[config.mk]
export PLATFORM = sky130hd
export DESIGN_NAME = flrc_fault_limit_retry
export DESIGN_NICKNAME = d
export VERILOG_FILES = /design/src/rtl/flrc_pkg.sv /design/src/rtl/flrc_fault_limit_retry.sv
export VERILOG_INCLUDE_DIRS = /design/src /design/src/rtl
export SDC_FILE = /design/constraint.sdc
export NUM_CORES = 1
export LEC_CHECK = 0
export BUFFER_PORTS_ARGS = -buffer_cell sky130_fd_sc_hd__clkbuf_2
export CAP_MARGIN = 5
export CORE_ASPECT_RATIO = 0.8
export CORE_MARGIN = 2
export CORE_UTILIZATION = 36
export DETAILED_ROUTE_END_ITERATION = 8
export GPL_TIMING_DRIVEN = 0
export PLACE_DENSITY_LB_ADDON = 0.1
export SLEW_MARGIN = 20
export SYNTH_ARGS = -nofsm -noshare
export SYNTH_HDL_FRONTEND = slang
export SYNTH_SLANG_ARGS = --single-unit
[constraint.sdc]
create_clock -name clk -period 6.3 [get_ports clk]
set_input_delay 1.26 -clock clk [delete_from_list [all_inputs] [get_ports clk]]
set_output_delay 1.26 -clock clk [all_outputs]
set_load 0.1 [all_outputs]
[src/rtl/flrc_consts.svh]
// offsets, field positions, reset values and widths of the fault limit and retry block
`ifndef FLRC_CONSTS_SVH
`define FLRC_CONSTS_SVH

`define FLRC_OFS_OC_LV_THR 8'h48
`define FLRC_OFS_OC_WARN_THR 8'h4A
`define FLRC_OFS_OT_FAULT_THR 8'h4F
`define FLRC_OFS_OT_ACTION 8'h50

`define FLRC_RESP_HI 7
`define FLRC_RESP_LO 6
`define FLRC_RETRY_HI 5
`define FLRC_RETRY_LO 3
`define FLRC_DELAY_HI 2
`define FLRC_DELAY_LO 0

`define FLRC_RST_OC_LV_THR 16'h0000
// largest positive linear value, so neither compare trips out of reset
`define FLRC_RST_OC_WARN_THR 16'h7BFF
`define FLRC_RST_OT_FAULT_THR 16'h7BFF
`define FLRC_RST_OT_ACTION 8'h00

`define FLRC_LIN_EXP_BIAS 5'h10
`define FLRC_UNIT_CNT_W 8

`endif

[src/rtl/flrc_pkg.sv]
// types shared by the fault limit and retry block
package flrc_pkg;

  typedef enum logic [1:0] {
    FLRC_RESP_IGNORE,
    FLRC_RESP_DELAY_RETRY,
    FLRC_RESP_DISABLE_RETRY,
    FLRC_RESP_LATCH
  } flrc_resp_t;

  typedef enum logic [2:0] {
    FLRC_ST_OFF,
    FLRC_ST_RUN,
    FLRC_ST_CONTINUE,
    FLRC_ST_OFF_WAIT,
    FLRC_ST_ATTEMPT,
    FLRC_ST_ATTEMPT_OFF,
    FLRC_ST_LATCHED
  } flrc_state_t;

endpackage

[src/rtl/flrc_fault_limit_retry.sv]
// fault thresholds, over-temperature action register and restart sequencing
`timescale 1ns/1ns
`default_nettype none
`include "flrc_consts.svh"

module flrc_fault_limit_retry #(
  parameter logic [15:0] OC_LV_THR_RST = `FLRC_RST_OC_LV_THR,
  parameter logic [15:0] OC_WARN_THR_RST = `FLRC_RST_OC_WARN_THR,
  parameter logic [15:0] OT_FAULT_THR_RST = `FLRC_RST_OT_FAULT_THR,
  parameter logic [7:0] OT_ACTION_RST = `FLRC_RST_OT_ACTION
) (
  input wire logic clk,
  input wire logic rstn,
  input wire logic reg_wr,
  input wire logic reg_rd,
  input wire logic [7:0] reg_cmd,
  input wire logic [15:0] reg_wdata,
  output logic [15:0] reg_rdata,
  output logic reg_rvalid,
  output logic reg_cmd_ok,
  input wire logic clear_faults,
  input wire logic clear_ot_status,
  input wire logic operation_on,
  input wire logic ctrl_pin_on,
  input wire logic other_fault_shutdown,
  input wire logic delay_unit_tick,
  input wire logic [15:0] vout_meas,
  input wire logic [15:0] iout_meas,
  input wire logic [15:0] temp_meas,
  input wire logic oc_limit_active,
  output logic output_enable,
  output logic ot_fault_status,
  output logic oc_warn_status,
  output logic oc_lv_fault_status,
  output logic ot_retrying,
  output logic [2:0] ot_attempts
);

  logic [15:0] oc_lv_thr_q;
  logic [15:0] oc_warn_thr_q;
  logic [15:0] ot_fault_thr_q;
  logic [7:0] ot_action_q;
  logic [15:0] reg_rdata_q;
  logic reg_rvalid_q;
  logic reg_cmd_ok_q;
  logic ctrl_meta_q;
  logic ctrl_sync_q;
  logic ot_status_q;
  logic oc_warn_q;
  logic oc_lv_q;
  logic out_en_q;
  logic ot_retry_q;
  logic [2:0] attempts_q;
  logic [`FLRC_UNIT_CNT_W-1:0] unit_cnt_q;
  logic [`FLRC_UNIT_CNT_W-1:0] unit_load;
  logic was_off_q;
  logic ot_now;
  logic oc_warn_now;
  logic oc_lv_now;
  logic run_cmd;
  logic cleared;
  logic delay_done;
  logic [2:0] retry_code;
  flrc_pkg::flrc_resp_t resp;
  flrc_pkg::flrc_state_t state_q;

  // linear word to signed fixed point with 16 fraction bits
  function automatic logic signed [47:0] flrc_lin_fix(input logic [15:0] v);
    logic signed [47:0] mant;
    logic [4:0] sh;
    mant = {{37{v[10]}}, v[10:0]};
    sh = v[15:11] ^ `FLRC_LIN_EXP_BIAS;
    flrc_lin_fix = mant <<< sh;
  endfunction

  // a command code this block owns
  function automatic logic flrc_mapped(input logic [7:0] c);
    flrc_mapped = (c == `FLRC_OFS_OC_LV_THR) || (c == `FLRC_OFS_OC_WARN_THR) ||
                  (c == `FLRC_OFS_OT_FAULT_THR) || (c == `FLRC_OFS_OT_ACTION);
  endfunction

  // threshold and action registers written by the command engine
  always_ff @(posedge clk or negedge rstn)
  begin
    if (!rstn)
    begin
      oc_lv_thr_q <= OC_LV_THR_RST;
      oc_warn_thr_q <= OC_WARN_THR_RST;
      ot_fault_thr_q <= OT_FAULT_THR_RST;
      ot_action_q <= OT_ACTION_RST;
    end
    else if (reg_wr)
    begin
      case (reg_cmd)
        `FLRC_OFS_OC_LV_THR: oc_lv_thr_q <= reg_wdata;
        `FLRC_OFS_OC_WARN_THR: oc_warn_thr_q <= reg_wdata;
        `FLRC_OFS_OT_FAULT_THR: ot_fault_thr_q <= reg_wdata;
        `FLRC_OFS_OT_ACTION: ot_action_q <= reg_wdata[7:0];
        default: ;
      endcase
    end
  end

  // read data registered one cycle after the read strobe; unknown codes read zero
  always_ff @(posedge clk or negedge rstn)
  begin
    if (!rstn)
    begin
      reg_rdata_q <= 16'h0000;
      reg_rvalid_q <= 1'b0;
      reg_cmd_ok_q <= 1'b0;
    end
    else
    begin
      reg_rvalid_q <= reg_rd;
      reg_cmd_ok_q <= (reg_rd || reg_wr) && flrc_mapped(reg_cmd);
      if (reg_rd)
      begin
        case (reg_cmd)
          `FLRC_OFS_OC_LV_THR: reg_rdata_q <= oc_lv_thr_q;
          `FLRC_OFS_OC_WARN_THR: reg_rdata_q <= oc_warn_thr_q;
          `FLRC_OFS_OT_FAULT_THR: reg_rdata_q <= ot_fault_thr_q;
          `FLRC_OFS_OT_ACTION: reg_rdata_q <= {8'h00, ot_action_q};
          default: reg_rdata_q <= 16'h0000;
        endcase
      end
    end
  end

  // control pin comes from outside the clock domain
  always_ff @(posedge clk or negedge rstn)
  begin
    if (!rstn)
    begin
      ctrl_meta_q <= 1'b0;
      ctrl_sync_q <= 1'b0;
    end
    else
    begin
      ctrl_meta_q <= ctrl_pin_on;
      ctrl_sync_q <= ctrl_meta_q;
    end
  end

  // comparisons; the low-voltage threshold is unsigned volts with exponent fixed at -10
  always_comb
  begin
    ot_now = flrc_lin_fix(temp_meas) >= flrc_lin_fix(ot_fault_thr_q);
    oc_warn_now = flrc_lin_fix(iout_meas) >= flrc_lin_fix(oc_warn_thr_q);
    oc_lv_now = oc_limit_active && (vout_meas < oc_lv_thr_q);
  end

  assign run_cmd = operation_on && ctrl_sync_q;
  assign resp = flrc_pkg::flrc_resp_t'(ot_action_q[`FLRC_RESP_HI:`FLRC_RESP_LO]);
  assign retry_code = ot_action_q[`FLRC_RETRY_HI:`FLRC_RETRY_LO];
  // one unit is a tick from the unit-time configuration held elsewhere
  assign unit_load = `FLRC_UNIT_CNT_W'(1) << ot_action_q[`FLRC_DELAY_HI:`FLRC_DELAY_LO];
  assign delay_done = delay_unit_tick && (unit_cnt_q == `FLRC_UNIT_CNT_W'(1));

  // off-then-on while latched, a clear command or clearing the status bit releases the latch
  always_ff @(posedge clk or negedge rstn)
  begin
    if (!rstn)
      was_off_q <= 1'b0;
    else if (state_q != flrc_pkg::FLRC_ST_LATCHED)
      was_off_q <= 1'b0;
    else if (!run_cmd)
      was_off_q <= 1'b1;
  end

  assign cleared = clear_faults || clear_ot_status || (was_off_q && run_cmd);

  // sticky status: a new fault wins over a clear in the same cycle
  always_ff @(posedge clk or negedge rstn)
  begin
    if (!rstn)
    begin
      ot_status_q <= 1'b0;
      oc_warn_q <= 1'b0;
      oc_lv_q <= 1'b0;
    end
    else
    begin
      ot_status_q <= ot_now || (ot_status_q && !clear_faults && !clear_ot_status);
      oc_warn_q <= oc_warn_now || (oc_warn_q && !clear_faults);
      oc_lv_q <= oc_lv_now || (oc_lv_q && !clear_faults);
    end
  end

  // delay counter: reloaded at the start of each wait except FLRC_ST_ATTEMPT_OFF, counts down on unit ticks
  always_ff @(posedge clk or negedge rstn)
  begin
    if (!rstn)
      unit_cnt_q <= `FLRC_UNIT_CNT_W'(1);
    else
    begin
      case (state_q)
        flrc_pkg::FLRC_ST_RUN:
          unit_cnt_q <= unit_load;
        flrc_pkg::FLRC_ST_CONTINUE, flrc_pkg::FLRC_ST_OFF_WAIT,
        flrc_pkg::FLRC_ST_ATTEMPT, flrc_pkg::FLRC_ST_ATTEMPT_OFF:
        begin
          if (delay_done)
            unit_cnt_q <= unit_load;
          else if (delay_unit_tick)
            unit_cnt_q <= unit_cnt_q - `FLRC_UNIT_CNT_W'(1);
        end
        default:
          unit_cnt_q <= unit_load;
      endcase
    end
  end

  // restart sequencer
  always_ff @(posedge clk or negedge rstn)
  begin
    if (!rstn)
    begin
      state_q <= flrc_pkg::FLRC_ST_OFF;
      attempts_q <= 3'h0;
    end
    // a latched unit ignores other shutdowns; only a clear or an off-then-on cycle releases it
    else if ((other_fault_shutdown || !run_cmd) && state_q != flrc_pkg::FLRC_ST_LATCHED)
    begin
      state_q <= flrc_pkg::FLRC_ST_OFF;
      attempts_q <= 3'h0;
    end
    else
    begin
      case (state_q)
        flrc_pkg::FLRC_ST_OFF:
        begin
          attempts_q <= 3'h0;
          state_q <= flrc_pkg::FLRC_ST_RUN;
        end
        flrc_pkg::FLRC_ST_RUN:
        begin
          attempts_q <= 3'h0;
          if (ot_now)
          begin
            case (resp)
              flrc_pkg::FLRC_RESP_IGNORE:
                state_q <= flrc_pkg::FLRC_ST_RUN;
              flrc_pkg::FLRC_RESP_DELAY_RETRY:
                state_q <= flrc_pkg::FLRC_ST_CONTINUE;
              flrc_pkg::FLRC_RESP_DISABLE_RETRY:
                state_q <= (retry_code == 3'h0) ? flrc_pkg::FLRC_ST_LATCHED
                                                : flrc_pkg::FLRC_ST_OFF_WAIT;
              default:
                state_q <= flrc_pkg::FLRC_ST_LATCHED;
            endcase
          end
        end
        flrc_pkg::FLRC_ST_CONTINUE:
        begin
          // the output stays on through the delay; only a fault still present retries
          if (delay_done)
          begin
            if (!ot_now)
              state_q <= flrc_pkg::FLRC_ST_RUN;
            else if (retry_code == 3'h0)
              state_q <= flrc_pkg::FLRC_ST_LATCHED;
            else
              state_q <= flrc_pkg::FLRC_ST_OFF_WAIT;
          end
        end
        flrc_pkg::FLRC_ST_OFF_WAIT:
        begin
          if (delay_done)
          begin
            attempts_q <= attempts_q + 3'h1;
            state_q <= flrc_pkg::FLRC_ST_ATTEMPT;
          end
        end
        flrc_pkg::FLRC_ST_ATTEMPT:
        begin
          // the spacing counter keeps running after a failed attempt so starts stay one delay apart
          if (ot_now)
            state_q <= flrc_pkg::FLRC_ST_ATTEMPT_OFF;
          else if (delay_done)
            state_q <= flrc_pkg::FLRC_ST_RUN;
        end
        flrc_pkg::FLRC_ST_ATTEMPT_OFF:
        begin
          if (retry_code != 3'h7 && attempts_q >= retry_code)
            state_q <= flrc_pkg::FLRC_ST_LATCHED;
          else if (delay_done)
          begin
            // code 111 never stops and its attempts are not counted against a limit
            if (retry_code != 3'h7)
              attempts_q <= attempts_q + 3'h1;
            state_q <= flrc_pkg::FLRC_ST_ATTEMPT;
          end
        end
        flrc_pkg::FLRC_ST_LATCHED:
        begin
          if (cleared)
          begin
            attempts_q <= 3'h0;
            state_q <= flrc_pkg::FLRC_ST_OFF;
          end
        end
        default:
          state_q <= flrc_pkg::FLRC_ST_OFF;
      endcase
    end
  end

  // output enable registered from the state just entered
  always_ff @(posedge clk or negedge rstn)
  begin
    if (!rstn)
      out_en_q <= 1'b0;
    else
    begin
      case (state_q)
        flrc_pkg::FLRC_ST_RUN, flrc_pkg::FLRC_ST_CONTINUE, flrc_pkg::FLRC_ST_ATTEMPT:
          out_en_q <= run_cmd && !other_fault_shutdown;
        default:
          out_en_q <= 1'b0;
      endcase
    end
  end

  // retry indication registered so the port comes straight from a flop
  always_ff @(posedge clk or negedge rstn)
  begin
    if (!rstn)
      ot_retry_q <= 1'b0;
    else
      ot_retry_q <= (state_q == flrc_pkg::FLRC_ST_OFF_WAIT) ||
                    (state_q == flrc_pkg::FLRC_ST_ATTEMPT) ||
                    (state_q == flrc_pkg::FLRC_ST_ATTEMPT_OFF);
  end

  assign reg_rdata = reg_rdata_q;
  assign reg_rvalid = reg_rvalid_q;
  assign reg_cmd_ok = reg_cmd_ok_q;
  assign output_enable = out_en_q;
  assign ot_fault_status = ot_status_q;
  assign oc_warn_status = oc_warn_q;
  assign oc_lv_fault_status = oc_lv_q;
  assign ot_retrying = ot_retry_q;
  assign ot_attempts = attempts_q;

endmodule
`default_nettype wire

==> results of run 1 <==
## final cells by class
type	count	area, um^2	area share [%]
Buffer	74	314	2.68
Multi-Input combinational cell	1081	7470	63.8
Timing Repair Buffer	102	542	4.62
Tap cell	370	463	3.95
Inverter	48	180	1.54
Sequential cell	96	2440	20.8
Clock buffer	10	239	2.04
Clock inverter	6	67.6	0.577
## kinds of logic (layout without fill, tap and decap cells)
family / after synthesis / after routing / share of synthesized area [%]
AOI/OAI and AO/OA: 400 / 400 / 24.4
adders and majority gates: 105 / 105 / 12.6
buffers and inverters: 122 / 240 / 4.75
DFF: 96 / 96 / 23.4
muxes: 142 / 142 / 14.7
and+or+nand+nor: 434 / 434 / 20.0
## cell usage in the layout (no fill, tap or decap), types with 49 or more instances in the layout
cell type,Yosys,routed
clkbuf_1,49,49
nand2_1,138,138
ha_1,105,105
clkbuf_2,0,100
nor2_1,139,139
dfrtp_1,67,67
mux2i_1,65,65
mux2_2,57,57
o21ai_0,104,104
a21oi_1,104,104
## metal layers
metal	share of wire, %	vias up
met1	51	4803
met5	0	-
li1	-	5008
met4	1.5	0
met3	4.8	30
met2	42	291
## per-stage QoR
step / total power, mW / hold slack (ps) / area [um^2] / utilization (%)
floorplan: 1.18 / 331 / 10400 / -
global placement: 1.38 / 334 / 11400 / 40.1
detailed placement: 1.39 / 335 / 11400 / 40.2
CTS: 1.97 / 351 / 11700 / 41.3
global route: 2.09 / 372 / 11700 / 41.3
finish: 1.97 / 349 / 11700 / 41.3
## flip-flops by register name, indices dropped and copies added, names as in the netlist, 3 cells and up
register,flops
ot_attempts,3
unit_cnt_q,8
oc_warn_thr_q,16
oc_lv_thr_q,16
state_q,3
ot_fault_thr_q,16
ot_action_q,8
reg_rdata,16
## report_power, final
group	switching (mW)	internal, mW	total (mW)
Combinational	0.464	0.245	0.709
Clock	0.252	0.320	0.573
Sequential	0.0302	0.654	0.684
Total	0.747	1.22	1.97
## path summary, 6_finish.rpt
check,startpoint,endpoint,slack [ps]
max in group asynchronous,rstn,oc_warn_thr_q[9]$_DFFE_PN1P_,4840
min in group asynchronous,rstn,oc_lv_thr_q[0]$_DFFE_PN0P_,780
max,temp_meas[11],state_q[2]$_DFFE_PN0P_,1530
max reg2reg,ot_fault_thr_q[11]$_DFFE_PN1P_,state_q[0]$_DFFE_PN0P_,1880
min reg2reg,ctrl_meta_q$_DFF_PN0_,ctrl_sync_q$_DFF_PN0_,350
min,ctrl_meta_q$_DFF_PN0_,ctrl_sync_q$_DFF_PN0_,350
==> metrics.yaml, run 1 <==
sta:
  fin_skew_ps: 4.34
  max_freq_ghz: 0.210
  layout_setup_ws_ps: 1530
  hold_viol: 0
  period_share_pct: 75.7
  finalSetupViolCount: 0
  fin_crit_ps: 4770
  drv_slew: 0
  fin_tns_setup_ps: 0
  worst_pin_slew_ps: 973
  rsz0062_at_grt: "false"
  slew_headroom_pct: 34.8
layout:
  antenna_cells: 0
  fin_cells: 1787
  finalNetCount: 1600
  area.growth.synth_to_final_pct: 12.6
  drive_gt1_share_pct: 18.3
  n_fill_cell: 2976
route:
  drcViolationCount: 0
  antenna_left: 0
  post_drt_wl_per_cell_um: 19.2
  routed_wl_um: 34400
  vias: 10132
  vias_per_cell: 5.67
  drt_iter0_drc: 731
  dr.pass1.iters: 8
synthesis:
  synthFlopType: "dfrtp_1"
  synth_area_leader_cell: "dfrtp_1"
  synth.top_cell.area_share_pct: 16.1
  synth_edf_count: 0
  ys_ff_latch: 96
  syn_nets: 1487
  yosys-top-cells-count: "nor2_1, nand2_1, ha_1"
  synth_cell_types: 81
  syn_area_um2: 10400
  netlist_instances: 1299
  synth.area.top_cells: "dfrtp_1, ha_1, dfstp_2"
  seq_area_frac_synth_pct: 23.4
  yosys_warnings: 0
  synth_most_common_cell: "nor2_1"
  async_flop_share_pct: 100
  syn_avg_cell_area_um2: 8.01
global_route:
  grt_pass1_wl_um: 54300
  antenna_found_initial: 0
  grt_max_degree: 72
  grt_pass1_vias: 9708
  grtUsageMet3_pct: 3.05
  gr-usage-met2_pct: 33.7
  grt.total_usage_pct: 22.4
  grt-busiest-layer: "met1"
  grt_overflow: 0
  grt_use_met1_pct: 33.9
placement:
  portBuffers: 101
  dp_cells: 1771
  dp_slack_ps: 1260
  dp_hpwl_um: 27900
  gp_congestion: 0.905
critical_path:
  cp-start-kind: "primary input"
  cpPeakStageDelay_ps: 460
  required_ps: 6570
  crit_slowest_cell: "or3_1"
  crit_path_end_kind: "register"
  critical_path.top_delay_family: "compound AO/OA/AOI/OAI gates"
  path_cells: "clkbuf_2 -> buf_2 -> mux2i_1 -> a21oi_1 -> mux2i_1 -> nand2_1 -> o21ai_0 -> o21ai_0 -> ha_1 -> nand4_1 -> or3_1 -> nor3_4 -> o31ai_1 -> a21oi_2 -> a21oi_2 -> o31a_1 -> o211ai_2"
  critPathMaxFanout: 10
  cp.depth: 17
  cp_num_buf_inv: 2
  worstSetupPathType: "in2reg"
  rr_worst_depth: 16
  crit_arrival_ps: 5030
worst_hold_path:
  hold_path.class: "reg2reg"
  whs_path_depth: 0
clocking:
  numCtsBuffers: 9
  cts_tree: "done"
  h-tree-depth: 3
  clock_sinks: 96
  post_cts_buffers: 0
  cts_root_buffer: "clkbuf_16"
  cts_resized: 0
  cts-hold-fix-buffers: 0
  path_clk_slew_ps: 70
  clk_latency_ps: 340
  ctsLongestPathBuffers: 2
floorplan:
  coreArea_um2: 28400
  die_area_um2: 30300
  num_io_pins: 109
  rows: 55
  initial_core_util_pct: 36.7
  die_width_um: 194
  die_y_um: 156
flow_run:
  cap_violations: 0
power:
  vdd_drop_max_mv: 0.126
  powerDensity_nw_per_um2: 168
  leakagePower_nw: 5.07
status:
  status: "finished, final reports clean"
No activity file was read; power rests on OpenSTA's default activity.
==> inputs of run 2 (changes only) <==
--- a/config.mk
+++ b/config.mk
@@ -6,6 +6,7 @@
 export SDC_FILE = /design/constraint.sdc
 export NUM_CORES = 1
 export LEC_CHECK = 0
+export ABC_AREA = 1
 export BUFFER_PORTS_ARGS = -buffer_cell sky130_fd_sc_hd__clkbuf_2
 export CAP_MARGIN = 5
 export CORE_ASPECT_RATIO = 0.8
==> constraint.sdc (replaced) <==
create_clock -name clk -period 4.2 [get_ports clk]
set_input_delay 0.84 -clock clk [delete_from_list [all_inputs] [get_ports clk]]
set_output_delay 0.84 -clock clk [all_outputs]
set_load 0.1 [all_outputs]
==> metrics.yaml, run 2 <==
status:
  status: "finished, final reports clean"
sta:
  fin_tns_setup_ps: 0  # unchanged
  fin_skew_ps: 15.3  # +10.9 ps
  hold_viol: 0  # unchanged
  rsz0062_at_grt: "false"
  drv_slew: 0  # unchanged
  worst_pin_slew_ps: 646  # -327 ps
  max_freq_ghz: 0.265
  slew_headroom_pct: 57.0  # +22 points
  period_share_pct: 89.8
  fin_crit_ps: 3770
  finalSetupViolCount: 0  # unchanged
critical_path:
  path_cells: "clkbuf_2 -> inv_1 -> buf_2 -> o21ai_0 -> o21ai_0 -> mux2i_1 -> o21ai_0 -> ha_1 -> nand2_1 -> nor2_1 -> inv_1 -> a21oi_1 -> nor2_1 -> nand2_1 -> nand2_1 -> nand3_1 -> nand2_1 -> nand3_2 -> nand2_1 -> nand2_1 -> nand2_1 -> nand2_1 -> nand2_1"
  critical_path.top_delay_family: "simple AND/OR/NAND/NOR gates"
  crit_arrival_ps: 4020  # -1010 ps
  rr_worst_depth: 21  # +5
  r2r-end: "state_q[0]$_DFFE_PN0P_"
  crit_slowest_cell: "o21ai_0"
  rrSetupSlack_ps: 430  # -1450 ps
  crit_path_end_kind: "register"
  worstSetupPathType: "in2reg"
  cp_common_cell: "nand2_1"
  r2r_start: "ot_fault_thr_q[11]$_DFFE_PN1P_"
  cp-start-kind: "primary input"
  cp_num_buf_inv: 4  # +2
  required_ps: 4440  # -2130 ps
  cpPeakStageDelay_ps: 480  # +20 ps
  critPathMaxFanout: 10  # unchanged
clocking:
  clock_sinks: 96  # unchanged
  cts_root_buffer: "clkbuf_16"
  clk_latency_ps: 360  # +20 ps
  cts-hold-fix-buffers: 0  # unchanged
  cts_tree: "done"
  h-tree-depth: 3  # unchanged
  numCtsBuffers: 9  # unchanged
  path_clk_slew_ps: 80  # about the same
  ctsLongestPathBuffers: 2  # unchanged
synthesis:
  synth_area_leader_cell: "dfrtp_1"
  synthFlopType: "dfrtp_1"
  seq_area_frac_synth_pct: 23.5  # about the same
  synth.top_cell.area_share_pct: 16.1  # about the same
  ys_ff_latch: 96  # unchanged
  synth_cell_types: 48  # -41%
  netlist_instances: 1641  # +26%
  synth_edf_count: 0  # unchanged
  synth_most_common_cell: "nand2_1"
  syn_avg_cell_area_um2: 6.34  # -21%
  async_flop_share_pct: 100  # unchanged
  synth.area.top_cells: "dfrtp_1, nand2_1, o21ai_0"
  yosys_warnings: 0  # unchanged
  yosys-top-cells-count: "nand2_1, o21ai_0, inv_1"
  syn_area_um2: 10400  # about the same
  syn_nets: 1829  # +23%
route:
  antenna_left: 0  # unchanged
  drt_iter0_drc: 833  # +14%
  drcViolationCount: 0  # unchanged
  routed_wl_um: 34400  # about the same
  post_drt_wl_per_cell_um: 16.1  # -16%
  dr.pass1.iters: 5  # -3
  vias_per_cell: 5.23  # -7.8%
  vias: 11138  # +9.9%
placement:
  dp_hpwl_um: 28800  # +3.3%
  place_area_um2: 11400  # about the same
  gp_congestion: 0.929  # +2.7%
  dp_cells: 2115  # +19%
  portBuffers: 103  # +2.0%
layout:
  area.growth.synth_to_final_pct: 12.6  # about the same
  finalNetCount: 1944  # +22%
  mostFrequentLayoutCell: "nand2_1"
  stdcell_area_um2: 11700  # about the same
  n_fill_cell: 3174  # +6.7%
  multiInputGateArea_um2: 6870  # -8.1%
  final_cell_mix: "nand2_1, o21ai_0, inv_1"
  drive_gt1_share_pct: 12.7  # -5.6 points
  fin_cells: 2131  # +19%
  register_area_um2: 2440  # unchanged
  final_util_pct: 41.3  # about the same
  antenna_cells: 0  # unchanged
floorplan:
  die_width_um: 194  # about the same
  coreArea_um2: 28400  # unchanged
  die_area_um2: 30300  # about the same
  die_y_um: 156  # about the same
  rows: 55  # unchanged
  initial_core_util_pct: 36.7  # about the same
  num_io_pins: 109  # unchanged
worst_hold_path:
  hp-start: "ctrl_meta_q$_DFF_PN0_"
  hold_end: "ctrl_sync_q$_DFF_PN0_"
  whs_path_depth: 0  # unchanged
  hold_path.class: "reg2reg"
flow_run:
  cap_violations: 0  # unchanged
global_route:
  grt.total_usage_pct: 22.6  # +0.13 points
  grt_pass1_wl_um: 54900  # +1.1%
  grt_max_degree: 54  # -25%
  grt_pass1_vias: 10159  # +4.6%
  grt_overflow: 0  # unchanged
  antenna_found_initial: 1  # +1
power:
  leakagePower_nw: 5.56  # +9.7%
  intPower_mw: 1.71  # +41%
  vdd_drop_max_mv: 0.199  # +59%
  power_switching_mw: 1.09  # +46%
  clkPwrFrac_pct: 29.2  # about the same
  powerDensity_nw_per_um2: 239  # +43%
  power_frac_seq_pct: 35.7  # +0.9 points
  switching_share_pct: 38.8  # +0.82 points
  p_comb_share_pct: 35.1  # -1.0 points
==> run 2: cell count changes after synthesis, sizes merged, moves of 46 or more <==
cell   previous run  this run
inv              42       193
nand2           141       418
o21ai           105       318
mux2i            65        19
nand3            15        78
mux2             76         5
==> run 2: cell families after synthesis <==
logic type / count (synthesis) / share of synthesized area [%]
compound gates: 461 / 23.5
xor+xnor: 4 / 0.337
mux: 24 / 2.37
simple gates: 674 / 27.1
buf+inv: 277 / 10.5
fa+ha+maj: 105 / 12.6
flops: 96 / 23.5
==> run 2: power by group through the flow <==
stage / clock (mW) / combinational (mW) / sequential, mW
finish: 0.818 / 0.983 / 0.999
global route: 0.888 / 1.13 / 1.00
CTS: 0.847 / 0.975 / 0.998
detailed placement: 0 / 0.970 / 1.01
global placement: 0 / 0.956 / 1.01
floorplan: 0 / 0.639 / 1.04
==> run 2: layout make-up <==
type                       instances  share of cell area (%)
clock inverter                     6                   0.502
inverter                         197                    6.32
timing repair buffer             104                    4.71
buffer                            80                    3.05
tap                              370                    3.96
clock buffer                      10                    1.96
multi-input combinational       1268                    58.7
sequential                        96                    20.8
==> run 2: timing repair <==
item,in CTS,in global routing
hold endpoints to repair,0,0
setup buffers,0,0
endpoints found under the setup margin,0,3
resized for setup,0,1
==> run 2: worst max path at each step <==
stage                                               from                endpoint  slack (ps)  cells past startpoint
after global routing                       temp_meas[12]  state_q[0]$_DFFE_PN0P_         100                     21
final                                      temp_meas[12]  state_q[0]$_DFFE_PN0P_         430                     23
after CTS                 ot_fault_thr_q[11]$_DFFE_PN1P_  state_q[0]$_DFFE_PN0P_         350                     21
after detailed placement                   temp_meas[12]  state_q[0]$_DFFE_PN0P_          40                     21
after global placement                     temp_meas[12]  state_q[0]$_DFFE_PN0P_          50                     21
after floorplan                            temp_meas[13]  state_q[0]$_DFFE_PN0P_        1050                     20
==> run 2: through the flow <==
stage / setup WS (ps) / total power, mW / hold slack, ps
3_5_place_dp: 41.0 / 1.98 / 335
5_1_grt: 102 / 3.02 / 369
4_1_cts: 346 / 2.82 / 354
6_report: 427 / 2.80 / 352
2_1_floorplan: 1050 / 1.68 / 331
3_3_place_gp: 48.2 / 1.97 / 338
==> run 2: per-layer routing <==
layer	part of all wire [%]	GRT usage (%)	up-vias
li1	-	-	5708
met1	53	35.2	5064
met2	40	32.6	330
met3	5.5	2.92	34
met4	1.5	4.65	2
met5	0.038	0	-
==> run 2: worst register-to-register path: cells and delay by family (launching register included) <==
kind / cells / cell delay [ps]
flops: 1 / 560
simple gates: 15 / 1740
mux: 2 / 570
compound gates: 2 / 290
fa+ha+maj: 1 / 300
buf+inv: 1 / 210
==> inputs of run 3 (changes only) <==
--- a/config.mk
+++ b/config.mk
@@ -13,7 +13,7 @@
 export CORE_MARGIN = 2
 export CORE_UTILIZATION = 36
 export DETAILED_ROUTE_END_ITERATION = 8
-export GPL_TIMING_DRIVEN = 0
+export GPL_TIMING_DRIVEN = 1
 export PLACE_DENSITY_LB_ADDON = 0.1
 export SLEW_MARGIN = 20
 export SYNTH_ARGS = -nofsm -noshare
==> metrics.yaml, run 3 (same netlist as run 2, synthesis figures left out) <==
status:
  status: "finished, final reports clean"
critical_path:
  crit_arrival_ps: 4110  # +90 ps
  crit_path_end_kind: "register"
  critPathMaxFanout: 23  # +13
  required_ps: 4450  # about the same
  worstSetupPathType: "reg2reg"
  cp-start-kind: "register"
power:
  powerDensity_nw_per_um2: 249  # +4.2%
  leakagePower_nw: 5.49  # -1.2%
  vdd_drop_max_mv: 0.182  # -8.6%
  power.total_mw: 2.86  # +2.2%
clocking:
  clk_latency_ps: 370  # about the same
  clock_sinks: 96  # unchanged
  path_clk_slew_ps: 80  # about the same
  cts_tree: "done"
  numCtsBuffers: 9  # unchanged
  ctsLongestPathBuffers: 2  # unchanged
  cts_root_buffer: "clkbuf_16"
  post_cts_buffers: 0  # unchanged
  h-tree-depth: 3  # unchanged
  cts-hold-fix-buffers: 0  # unchanged
  cts_resized: 0  # unchanged
route:
  post_drt_wl_per_cell_um: 16.0  # -0.66%
  vias_per_cell: 5.24  # +0.21%
  dr.pass1.iters: 6  # +1
  antenna_left: 0  # unchanged
  vias: 10847  # -2.6%
  drcViolationCount: 0  # unchanged
  routed_wl_um: 33200  # -3.5%
  drt_iter0_drc: 1000  # +20%
sta:
  max_freq_ghz: 0.259  # -2.2%
  hold_viol: 0  # unchanged
  rsz0062_at_grt: "false"
  period_share_pct: 91.8  # +2.0 points
  fin_tns_setup_ps: 0  # unchanged
  fin_skew_ps: 19.3  # +4.03 ps
  fin_crit_ps: 3860  # +83.8 ps
  drv_slew: 0  # unchanged
  worst_pin_slew_ps: 1010  # +368 ps
  layout_setup_ws_ps: 343  # -83.8 ps
  finalSetupViolCount: 0  # unchanged
  slew_headroom_pct: 32.3  # -25 points
layout:
  finalNetCount: 1884  # -3.1%
  area.growth.synth_to_final_pct: 10.4
  n_fill_cell: 3062  # -3.5%
  fin_cells: 2071  # -2.8%
  drive_gt1_share_pct: 12.9  # +0.21 points
  multiInputGateArea_um2: 6860  # about the same
  stdcell_area_um2: 11500  # -1.9%
  final_cell_mix: "nand2_1, o21ai_0, inv_1"
  register_area_um2: 2440  # unchanged
  antenna_cells: 0  # unchanged
  mostFrequentLayoutCell: "nand2_1"
placement:
  portBuffers: 108  # +4.9%
  dp_hpwl_um: 27100  # -6.0%
  dp_slack_ps: 226  # +185 ps
  place_area_um2: 11200  # -2.1%
  gp_congestion: 0.903  # -2.8%
  dp_cells: 2055  # -2.8%
global_route:
  grt.total_usage_pct: 21.9  # -0.69 points
  grt_max_degree: 66  # +22%
  grt_overflow: 0  # unchanged
  grt_pass1_vias: 9712  # -4.4%
  grt_pass1_wl_um: 53400  # -2.8%
  antenna_found_initial: 1  # unchanged
floorplan:
  coreArea_um2: 28400  # unchanged
  die_area_um2: 30300  # unchanged
  initial_core_util_pct: 36.7  # unchanged
  rows: 55  # unchanged
  die_width_um: 194  # unchanged
  num_io_pins: 109  # unchanged
  die_y_um: 156  # unchanged
flow_run:
  cap_violations: 0  # unchanged
worst_hold_path:
  hold_path.class: "reg2reg"
-- run 3: cell count changes in the layout (fill, tap and decap cells not counted), moves of 3 or more --
cell and change:
buf_6 -3, buf_1 -5, clkbuf_1 -52, buf_4 +14, clkbuf_2 +5, buf_2 -18
-- run 3: through the flow --
stage               hold slack (ps)  util [%]
floorplan                       331         -
global placement                341      39.4
detailed placement              339      39.4
CTS                             369      40.5
global route                    385      40.5
finish                          365      40.5
-- run 3: final timing paths --
kind                                                      from  cells past startpoint                             to  slack [ps]
worst min register to register           ctrl_meta_q$_DFF_PN0_                      0          ctrl_sync_q$_DFF_PN0_         370
worst max-delay path            ot_fault_thr_q[11]$_DFFE_PN1P_                     20         state_q[0]$_DFFE_PN0P_         340
worst min-delay path                     ctrl_meta_q$_DFF_PN0_                      0          ctrl_sync_q$_DFF_PN0_         370
min in group asynchronous                                 rstn                      1      unit_cnt_q[6]$_DFFE_PN0P_         560
max in group asynchronous                                 rstn                      2  oc_warn_thr_q[14]$_DFFE_PN1P_        2750
worst max register to register  ot_fault_thr_q[11]$_DFFE_PN1P_                     20         state_q[0]$_DFFE_PN0P_         340
-- run 3: per-layer routing --
metal  vias to the layer above  global-route usage (%)  wire length (um)
li1                       5590                       -                 -
met1                      4926                    35.0             17700
met2                       312                    31.0             13200
met3                        19                    2.94              1950
met4                         0                    3.64               393
met5                         -                       0                 0
-- run 3: layout make-up --
cell class / count / area share [%]
multi-input cells: 1268 / 59.8
flip-flops and latches: 96 / 21.2
inverters: 197 / 6.44
repair buffers: 124 / 5.78
well taps: 370 / 4.03
clock buffers: 9 / 1.96
clock inverters: 7 / 0.785
-- run 3: power breakdown --
| group | total, mW | leakage (nW) | switching (mW) | internal (mW) |
|---|---|---|---|---|
| Clock | 0.898 | 0.157 | 0.416 | 0.482 |
| Combinational | 0.953 | 4.12 | 0.636 | 0.317 |
| Sequential | 1.01 | 1.22 | 0.0410 | 0.970 |
| Total | 2.86 | 5.49 | 1.09 | 1.77 |
-- run 3: critical path, cell delays in order, from the launching register on --
cell and delay, ps:
dfstp_2 760, nand2_1 100, o21ai_0 140, o21ai_0 200
mux2i_1 410, o21ai_0 260, or2_2 330, ha_1 300
nand2_1 110, nor3_1 340, nand2_1 90, nand2_1 60
nand2_1 60, nand3_1 80, nand2_1 80, nand3_2 120
nand2_1 60, nand2_1 70, nand2_1 40, nand2_1 70
nand2_1 40
